[src/hdl/acr_pkg.sv]
// constants for the adc status and correction register bank
package acr_pkg;
  // register addresses on the serial port
  localparam logic [2:0] ADDR_CTRL1 = 3'h1;
  localparam logic [2:0] ADDR_CTRL2 = 3'h2;
  localparam logic [2:0] ADDR_OFFSET = 3'h3;
  localparam logic [2:0] ADDR_GAIN = 3'h4;
  localparam logic [2:0] ADDR_THRESH = 3'h5;
  // reset values
  localparam logic [15:0] CTRL1_RST = 16'h001A;
  localparam logic [15:0] CTRL2_RST = 16'h009B;
  localparam logic [15:0] OFFSET_RST = 16'h0000;
  localparam logic [15:0] GAIN_RST = 16'hA000;
  localparam logic [15:0] THRESH_RST = 16'hCCCC;
  // first control register fields
  localparam int C1_RD_OVR = 14;
  localparam int C1_RD_GAIN = 13;
  localparam int C1_RD_OFF = 12;
  localparam int C1_RD_STAT = 11;
  localparam int C1_BYP = 4;
  localparam int C1_DEC_LO = 0;
  // second control register fields
  localparam int C2_LOW_POWER_FLAG = 2;
  // status word fields
  localparam int ST_PART_LO = 14;
  localparam int ST_INST_LO = 11;
  localparam int ST_ZERO = 10;
  localparam int ST_LOW_POWER_FLAG = 9;
  localparam int ST_OVR = 8;
  localparam int ST_COEFF_LOAD_CHECK_PASS = 7;
  localparam int ST_FILT_OK = 6;
  localparam int ST_CUSTOM = 5;
  localparam int ST_BYP = 4;
  localparam int ST_ONE = 3;
  localparam int ST_DEC_LO = 0;
  // correction arithmetic
  localparam int RES_W = 24;
  localparam int GAIN_SHIFT = 15;
  // modulator clip run: flag once the run exceeds this count
  localparam logic [2:0] CLIP_RUN_MAX = 3'h4;
  // magnitude bits compared with the 16-bit threshold
  localparam int MAG_CMP_LO = 7;
  // read source selection, one-hot
  typedef enum logic [4:0] {
    RSEL_CONV = 5'b00001,
    RSEL_STATUS = 5'b00010,
    RSEL_OFFSET = 5'b00100,
    RSEL_GAIN = 5'b01000,
    RSEL_THRESH = 5'b10000
  } acr_rsel_t;
endpackage

[src/hdl/acr_correct.sv]
// gain then offset correction with saturation of conversion results
`timescale 1ns/1ns
module acr_correct import acr_pkg::*; (
  input wire logic clk, // master clock
  input wire logic arst_n, // async reset, active low
  input wire logic in_valid, // new raw result
  input wire logic signed [RES_W-1:0] in_data, // raw result
  input wire logic [15:0] gain, // unsigned gain, 0x8000 is unity
  input wire logic signed [15:0] offset, // signed offset word
  output logic out_valid, // corrected result valid
  output logic signed [RES_W-1:0] out_data // corrected result
);
  localparam int PROD_W = RES_W + 17;
  localparam int SUM_W = PROD_W - GAIN_SHIFT + 1;
  localparam logic signed [SUM_W-1:0] MAX_RES = SUM_W'((1 << (RES_W-1)) - 1);
  localparam logic signed [SUM_W-1:0] MIN_RES = -SUM_W'(1 << (RES_W-1));

  logic signed [PROD_W-1:0] prod;
  logic signed [SUM_W-1:0] sum;
  logic out_valid_d;
  logic signed [RES_W-1:0] out_data_d;

  always_comb begin
    prod = in_data * $signed({1'b0, gain});
    // full offset code is 1/256 of full scale
    sum = SUM_W'(prod >>> GAIN_SHIFT) + SUM_W'(offset);
    out_valid_d = in_valid;
    out_data_d = out_data;
    if (in_valid) begin
      if (sum > MAX_RES) begin
        out_data_d = MAX_RES[RES_W-1:0];
      end else if (sum < MIN_RES) begin
        out_data_d = MIN_RES[RES_W-1:0];
      end else begin
        out_data_d = sum[RES_W-1:0];
      end
    end
  end

  always_ff @(posedge clk or negedge arst_n) begin
    if (!arst_n) begin
      out_valid <= 1'b0;
      out_data <= '0;
    end else begin
      out_valid <= out_valid_d;
      out_data <= out_data_d;
    end
  end
endmodule // acr_correct

[src/hdl/acr_regs.sv]
// status word, correction and overrange registers of the adc back end
//
// Functional notes
// - status bits 15:14 hold fixed family code
// - status bits 13:11 report instance number
// - status bit 10 always reads zero
// - status bit 3 reads one once out of reset
// - status bit 9 shows reduced-power mode
// - bit 8 set when level exceeds threshold
// - bit 7 set when download checksum matches
// - bit 6 set when runtime filter checksum matches while custom filter used
// - bit 5 set while custom filter used
// - bit 4 mirrors third-stage bypass setting
// - bits 2:0 echo programmed decimation code
// - offset signed, full code is 0.390625%
// - offset added after gain correction
// - gain unsigned, 0x8000 means unity
// - gain resets to 0xA000, 1.25
// - threshold compared with first-stage output
// - threshold resets to 0xCCCC, 80 percent
// - more than 4 clipped samples sets flag
// - status request makes next read status
// - register request makes next read that register
`timescale 1ns/1ns
module acr_regs import acr_pkg::*; #(
  parameter int CSUM_W = 16, // checksum and coefficient word width
  parameter logic [1:0] PART_ID = 2'h1 // family code, value arbitrary
) (
  input wire logic REF_CLK, // master clock
  input wire logic ARST_N, // async reset, active low
  input wire logic WR_STB, // register write from serial port
  input wire logic [2:0] WR_ADDR, // register address
  input wire logic [15:0] WR_DATA, // register data word
  input wire logic RD_STB, // read operation from serial port
  output logic [RES_W-1:0] RD_DATA, // read word
  output logic RD_VALID, // read word valid pulse
  input wire logic [2:0] INST_ID, // instance strap pins
  input wire logic STAGE1_VALID, // first decimation stage sample
  input wire logic [RES_W-1:0] STAGE1_DATA, // first stage output
  input wire logic MOD_VALID, // modulator-rate sample tick
  input wire logic MOD_CLIP, // modulator input beyond full reference
  input wire logic COEF_LOAD_START, // coefficient download begins
  input wire logic COEF_STB, // coefficient word loaded
  input wire logic [CSUM_W-1:0] COEF_DATA, // coefficient word
  input wire logic COEF_SUM_STB, // checksum word after coefficients
  input wire logic [CSUM_W-1:0] COEF_SUM_DATA, // downloaded checksum
  input wire logic FILT_PASS_START, // filter coefficient pass begins
  input wire logic FILT_COEF_STB, // coefficient passed through filter
  input wire logic [CSUM_W-1:0] FILT_COEF_DATA, // passed coefficient
  input wire logic FILT_PASS_DONE, // filter coefficient pass ends
  input wire logic CUSTOM_FIR_ACTIVE, // custom coefficients in use
  input wire logic CONV_VALID, // raw conversion result valid
  input wire logic [RES_W-1:0] CONV_DATA, // raw conversion result
  output logic RES_VALID, // corrected result valid pulse
  output logic [RES_W-1:0] RES_DATA, // corrected result
  output logic [15:0] STATUS_WORD, // live status word
  output logic THIRD_STAGE_BYPASS, // bypass setting to filter
  output logic [2:0] STAGE_TWO_RATIO_CODE, // decimation code
  output logic LOW_POWER_FLAG // reduced-power mode
);
  if (CSUM_W < 1 || CSUM_W > 32) begin : g_chk
    $error("CSUM_W must lie between 1 and 32");
  end

  function automatic logic [CSUM_W-1:0] csum_add(
    input logic [CSUM_W-1:0] acc,
    input logic [CSUM_W-1:0] word
  );
    csum_add = CSUM_W'(acc + word);
  endfunction

  function automatic logic [RES_W-2:0] magnitude(
    input logic [RES_W-1:0] x
  );
    logic [RES_W-1:0] neg;
    neg = RES_W'(~x + 1'b1);
    if (!x[RES_W-1]) begin
      magnitude = x[RES_W-2:0];
    end else if (neg[RES_W-1]) begin
      magnitude = '1;
    end else begin
      magnitude = neg[RES_W-2:0];
    end
  endfunction

  // instance strap synchroniser
  logic [2:0] inst_s1_q, inst_s2_q;

  // register file
  logic [15:0] offset_correction_q, offset_correction_d;
  logic [15:0] gain_correction_q, gain_correction_d;
  logic [15:0] overrange_threshold_q, overrange_threshold_d;
  logic bypass_q, bypass_d;
  logic [2:0] ratio_q, ratio_d;
  logic low_power_flag_q, low_power_flag_d;
  acr_rsel_t rsel_q, rsel_d;
  logic [RES_W-1:0] rd_data_q, rd_data_d;
  logic rd_valid_q, rd_valid_d;

  // checks and overrange
  logic [CSUM_W-1:0] dl_sum_q, dl_sum_d;
  logic [CSUM_W-1:0] loaded_sum_q, loaded_sum_d;
  logic [CSUM_W-1:0] filt_sum_q, filt_sum_d;
  logic coeff_load_check_pass_q, coeff_load_check_pass_d;
  logic filt_ok_q, filt_ok_d;
  logic custom_q, custom_d;
  logic [2:0] clip_cnt_q, clip_cnt_d;
  logic ovr_q, ovr_d;
  logic [15:0] status_q, status_d;
  logic [RES_W-2:0] stage1_mag;
  logic [RES_W-1:0] res_data;
  logic res_valid;

  // register writes and read selection
  always_comb begin
    offset_correction_d = offset_correction_q;
    gain_correction_d = gain_correction_q;
    overrange_threshold_d = overrange_threshold_q;
    bypass_d = bypass_q;
    ratio_d = ratio_q;
    low_power_flag_d = low_power_flag_q;
    rsel_d = rsel_q;
    rd_valid_d = RD_STB;
    rd_data_d = rd_data_q;
    if (RD_STB) begin
      case (rsel_q)
        RSEL_STATUS: rd_data_d = {status_q, 8'h00};
        RSEL_OFFSET: rd_data_d = {offset_correction_q, 8'h00};
        RSEL_GAIN: rd_data_d = {gain_correction_q, 8'h00};
        RSEL_THRESH: rd_data_d = {overrange_threshold_q, 8'h00};
        RSEL_CONV: rd_data_d = res_data;
        default: rd_data_d = res_data;
      endcase
      rsel_d = RSEL_CONV;
    end
    if (WR_STB) begin
      case (WR_ADDR)
        ADDR_CTRL1: begin
          bypass_d = WR_DATA[C1_BYP];
          ratio_d = WR_DATA[C1_DEC_LO +: 3];
          if (WR_DATA[C1_RD_OVR]) begin
            rsel_d = RSEL_THRESH;
          end else if (WR_DATA[C1_RD_GAIN]) begin
            rsel_d = RSEL_GAIN;
          end else if (WR_DATA[C1_RD_OFF]) begin
            rsel_d = RSEL_OFFSET;
          end else if (WR_DATA[C1_RD_STAT]) begin
            rsel_d = RSEL_STATUS;
          end
        end
        ADDR_CTRL2: low_power_flag_d = WR_DATA[C2_LOW_POWER_FLAG];
        ADDR_OFFSET: offset_correction_d = WR_DATA;
        ADDR_GAIN: gain_correction_d = WR_DATA;
        ADDR_THRESH: overrange_threshold_d = WR_DATA;
        default: ;
      endcase
    end
  end

  // checksums, overrange and status word
  always_comb begin
    dl_sum_d = dl_sum_q;
    loaded_sum_d = loaded_sum_q;
    filt_sum_d = filt_sum_q;
    coeff_load_check_pass_d = coeff_load_check_pass_q;
    filt_ok_d = filt_ok_q;
    custom_d = CUSTOM_FIR_ACTIVE;
    clip_cnt_d = clip_cnt_q;
    ovr_d = ovr_q;
    stage1_mag = magnitude(STAGE1_DATA);
    if (COEF_LOAD_START) begin
      dl_sum_d = '0;
      coeff_load_check_pass_d = 1'b0;
    end else if (COEF_STB) begin
      dl_sum_d = csum_add(dl_sum_q, COEF_DATA);
    end else if (COEF_SUM_STB) begin
      loaded_sum_d = COEF_SUM_DATA;
      coeff_load_check_pass_d = (dl_sum_q == COEF_SUM_DATA);
    end
    if (FILT_PASS_START) begin
      filt_sum_d = '0;
    end else if (FILT_COEF_STB) begin
      filt_sum_d = csum_add(filt_sum_q, FILT_COEF_DATA);
    end else if (FILT_PASS_DONE) begin
      filt_ok_d = custom_q && (filt_sum_q == loaded_sum_q);
    end
    if (MOD_VALID) begin
      if (!MOD_CLIP) begin
        clip_cnt_d = 3'h0;
      end else if (clip_cnt_q <= CLIP_RUN_MAX) begin
        clip_cnt_d = clip_cnt_q + 3'h1;
      end
    end
    if (clip_cnt_d > CLIP_RUN_MAX) begin
      ovr_d = 1'b1;
    end else if (STAGE1_VALID) begin
      ovr_d = stage1_mag[MAG_CMP_LO +: 16] > overrange_threshold_q;
    end
    status_d = '0;
    status_d[ST_PART_LO +: 2] = PART_ID;
    status_d[ST_INST_LO +: 3] = inst_s2_q;
    status_d[ST_ZERO] = 1'b0;
    status_d[ST_LOW_POWER_FLAG] = low_power_flag_q;
    status_d[ST_OVR] = ovr_q;
    status_d[ST_COEFF_LOAD_CHECK_PASS] = coeff_load_check_pass_q;
    status_d[ST_FILT_OK] = filt_ok_q;
    status_d[ST_CUSTOM] = custom_q;
    status_d[ST_BYP] = bypass_q;
    status_d[ST_ONE] = 1'b1;
    status_d[ST_DEC_LO +: 3] = ratio_q;
  end

  always_ff @(posedge REF_CLK or negedge ARST_N) begin
    if (!ARST_N) begin
      inst_s1_q <= 3'h0;
      inst_s2_q <= 3'h0;
      offset_correction_q <= OFFSET_RST;
      gain_correction_q <= GAIN_RST;
      overrange_threshold_q <= THRESH_RST;
      bypass_q <= CTRL1_RST[C1_BYP];
      ratio_q <= CTRL1_RST[C1_DEC_LO +: 3];
      low_power_flag_q <= CTRL2_RST[C2_LOW_POWER_FLAG];
      rsel_q <= RSEL_CONV;
      rd_data_q <= '0;
      rd_valid_q <= 1'b0;
      dl_sum_q <= '0;
      loaded_sum_q <= '0;
      filt_sum_q <= '0;
      coeff_load_check_pass_q <= 1'b0;
      filt_ok_q <= 1'b0;
      custom_q <= 1'b0;
      clip_cnt_q <= 3'h0;
      ovr_q <= 1'b0;
      status_q <= 16'h0000;
    end else begin
      inst_s1_q <= INST_ID;
      inst_s2_q <= inst_s1_q;
      offset_correction_q <= offset_correction_d;
      gain_correction_q <= gain_correction_d;
      overrange_threshold_q <= overrange_threshold_d;
      bypass_q <= bypass_d;
      ratio_q <= ratio_d;
      low_power_flag_q <= low_power_flag_d;
      rsel_q <= rsel_d;
      rd_data_q <= rd_data_d;
      rd_valid_q <= rd_valid_d;
      dl_sum_q <= dl_sum_d;
      loaded_sum_q <= loaded_sum_d;
      filt_sum_q <= filt_sum_d;
      coeff_load_check_pass_q <= coeff_load_check_pass_d;
      filt_ok_q <= filt_ok_d;
      custom_q <= custom_d;
      clip_cnt_q <= clip_cnt_d;
      ovr_q <= ovr_d;
      status_q <= status_d;
    end
  end

  // gain then offset on every result
  acr_correct u_correct (
    .clk(REF_CLK),
    .arst_n(ARST_N),
    .in_valid(CONV_VALID),
    .in_data(CONV_DATA),
    .gain(gain_correction_q),
    .offset(offset_correction_q),
    .out_valid(res_valid),
    .out_data(res_data)
  );

  assign RD_DATA = rd_data_q;
  assign RD_VALID = rd_valid_q;
  assign RES_VALID = res_valid;
  assign RES_DATA = res_data;
  assign STATUS_WORD = status_q;
  assign THIRD_STAGE_BYPASS = bypass_q;
  assign STAGE_TWO_RATIO_CODE = ratio_q;
  assign LOW_POWER_FLAG = low_power_flag_q;
endmodule // acr_regs

[config.mk]
export PLATFORM = sky130hd
export DESIGN_NAME = acr_regs
export DESIGN_NICKNAME = d
export VERILOG_FILES = /design/src/hdl/acr_pkg.sv /design/src/hdl/acr_correct.sv /design/src/hdl/acr_regs.sv
export SDC_FILE = /design/constraint.sdc
export NUM_CORES = 1
export LEC_CHECK = 0
export BUFFER_PORTS_ARGS = -buffer_cell sky130_fd_sc_hd__buf_4
export CAP_MARGIN = 20
export CORE_MARGIN = 8
export CORE_UTILIZATION = 56
export DETAILED_ROUTE_END_ITERATION = 6
export PLACE_DENSITY_LB_ADDON = 0.2
export SLEW_MARGIN = 40
export SYNTH_ARGS = -nofsm -noshare
export SYNTH_HDL_FRONTEND = slang
export SYNTH_SLANG_ARGS = --single-unit
[constraint.sdc]
create_clock -name REF_CLK -period 17.4 [get_ports REF_CLK]
set_input_delay 1.74 -clock REF_CLK [delete_from_list [all_inputs] [get_ports REF_CLK]]
set_output_delay 1.74 -clock REF_CLK [all_outputs]
set_load 0.05 [all_outputs]
==> flow_metrics.py <==
metrics = {
    "outcome": {
        "status": "finished clean",
    },
    "clock_tree": {
        "cts_resized": 0,
        "cts_sinks": 182,
        "numCtsBuffers": 17,
        "clk_latency_ps": 440,
        "htreeDepth": 4,
        "postCtsSetupBuffers": 0,
        "cts_tree": "done",
        "cts_buffer_depth": 2,
        "cts_root_buffer": "clkbuf_16",
        "cts_hold_buf": 0,
        "clk_pin_slew_worst_paths_ps": 80,
    },
    "yosys": {
        "netlist_top_cells_count": "inv_1 (483), fa_1 (378), nand2_1 (309)",
        "syn_area_per_cell_um2": 9.35,
        "synth_ff_type": "dfrtp_1",
        "synth-seq-cells": 182,
        "synth_cell_types": 68,
        "netlist_top_cells_area": "fa_1 (31%), dfrtp_1 (17%), ha_1 (9.0%)",
        "synth-edff-count": 0,
        "synthesis.area_mm2": 0.0243,
        "async_flop_share_pct": 100,
        "synth_top_area_cell": "fa_1",
        "syn_inst": 2604,
        "synth_most_common_cell": "inv_1",
        "synth_top_area_share_pct": 31.1,
        "yosys_warnings": 0,
        "ys_seq_area_share_pct": 18.8,
    },
    "worst_setup_path": {
        "r2r-end": "u_correct.out_data[9]",
        "path_common_cell": "fa_1",
        "rr_worst_depth": 34,
        "cp_data_required_time_ps": 17700,
        "crit_slowest_cell": "a21o_1",
        "critPathLaunchType": "primary input",
        "critPathKind": "in -> reg",
        "crit_path_max_fanout": 23,
        "reg2reg_slack_ps": 7660,
        "critPathMaxStageDelay_ps": 620,
        "crit_buf_inv": 5,
        "regToRegStartpoint": "gain_correction_q[8]",
        "crit_path_end_kind": "flop",
        "crit_family": "compound AO/OA/AOI/OAI gates",
        "cp.arrival_ps": 10490,
    },
    "placed_design": {
        "portBuffers": 201,
        "place_area_mm2": 0.0263,
        "hpwlAfterDp_um": 52200,
        "dp.cells": 3297,
        "gp_congestion": 0.926,
    },
    "layout": {
        "fin_area_mm2": 0.0270,
        "area_delta_synth_final_pct": 10.8,
        "final_nets": 3418,
        "drive_gt1_share_pct": 13.1,
        "n_fill_cell": 3642,
        "finalNonFillerCells": 3330,
        "n_antenna_cell": 0,
    },
    "timing": {
        "maxSlewViolCount": 0,
        "min_period_ps": 10190,
        "final-setup-viol-count": 0,
        "worst_pin_slew_ps": 796,
        "fmax_mhz": 98.1,
        "hold_viol": 0,
        "setup-tns-final_ps": 0,
        "rsz0062_at_grt": "no",
        "relSlewSlack_pct": 46.8,
        "whs_ps": 348,
        "skew_ps": 18.3,
        "finalCritPeriodShare_pct": 58.6,
    },
    "global_routing": {
        "antenna_found_initial": 0,
        "grt_usage_pct": 25.7,
        "grt_pass1_vias": 19700,
        "overflow": 0,
        "grt_pass1_wl_um": 104000,
        "grt_max_degree": 109,
    },
    "floorplan": {
        "coreArea_mm2": 0.0430,
        "initial_utilization_pct": 56.6,
        "die_area_mm2": 0.0504,
        "num_rows": 76,
        "die_h_um": 225,
        "die-width_um": 225,
        "ioPinCount": 204,
    },
    "route": {
        "drt_iter0_drc": 1353,
        "vias": 18600,
        "drc": 0,
        "viasPerCell": 5.59,
        "firstDrtPassIters": 6,
        "antenna_left": 0,
        "avgRoutedWirePerCell_um": 19.0,
        "routed_wl_um": 63400,
    },
    "hold_path": {
        "worst_hold_path_type": "reg -> reg",
        "holdPathStages": 0,
        "holdPathEnd": "STATUS_WORD[11]",
        "worstHoldStart": "inst_s2_q[0]",
    },
    "run": {
        "maxCapViolCount": 0,
    },
}
per-stage QoR:
stage,worst slack [ps],utilization [%]
after floorplan,7850,-
after global placement,6610,61.2
after detailed placement,6790,61.3
after CTS,7210,62.7
after global routing,6620,62.8
final,7210,62.8
flip-flops by register name, summed over array words and instances (netlist names), 5 cells and up:
signal / cells
RD_DATA: 24
STATUS_WORD: 13
dl_sum_q: 16
filt_sum_q: 16
gain_correction_q: 16
loaded_sum_q: 16
offset_correction_q: 16
overrange_threshold_q: 16
rsel_q: 5
u_correct.out_data: 24
final cells by class:
| class | instances | area, um2 | share of cell area (%) |
|---|---|---|---|
| Clock buffer | 19 | 443 | 1.64 |
| Inverter | 483 | 1810 | 6.72 |
| Multi-Input combinational cell | 1830 | 17600 | 65.2 |
| Clock inverter | 13 | 160 | 0.594 |
| Tap cell | 585 | 732 | 2.71 |
| Timing Repair Buffer | 218 | 1670 | 6.18 |
| Sequential cell | 182 | 4580 | 17.0 |
cells by family after synthesis:
group | synth area share, %
buf+inv | 9.20
compound gates | 9.28
other cells | 0.0308
mux | 4.10
simple gates | 14.3
flops | 18.8
xor+xnor | 4.21
fa+ha+maj | 40.1
per-layer routing:
| layer | vias up | track usage (%) | wire length, um | part of all wire [%] |
|---|---|---|---|---|
| met1 | 9411 | 33.8 | 25900 | 41 |
| met5 | - | 0 | 0 | 0 |
| met2 | 593 | 42.4 | 30800 | 49 |
| met4 | 0 | 7.47 | 1930 | 3.0 |
| li1 | 8498 | - | - | - |
| met3 | 100 | 5.87 | 4760 | 7.5 |
placed cells by master, fill, tap and decap left out, types with 17 or more instances in the layout:
cell         n
ha_1       175
fa_1       378
a31oi_1     26
a221oi_1    17
and2_1     167
xor2_1      71
a21o_1      35
clkbuf_16   17
nor3_1      23
buf_4      215
mux2_2      69
inv_1      483
a21oi_1     74
dfrtp_1    165
mux2i_1     22
o21ai_0     59
nand3_1     32
xnor2_1     46
nor2_1     120
nand2_1    309
a311oi_1    20
worst max path at each step:
stage / start / end / slack (ps) / cells after the start
2_1_floorplan: CONV_DATA[7] / u_correct.out_data[13] / 7850 / 35
3_3_place_gp: CONV_DATA[5] / u_correct.out_data[9] / 6610 / 31
3_5_place_dp: CONV_DATA[12] / u_correct.out_data[9] / 6790 / 31
4_1_cts: CONV_DATA[7] / u_correct.out_data[9] / 7210 / 35
5_1_grt: CONV_DATA[8] / u_correct.out_data[9] / 6620 / 33
6_report: CONV_DATA[8] / u_correct.out_data[9] / 7210 / 33
Power is left out: the tool's default activity adds up to more than one toggle a clock period on the data nets, which glitch-free logic cannot reach.
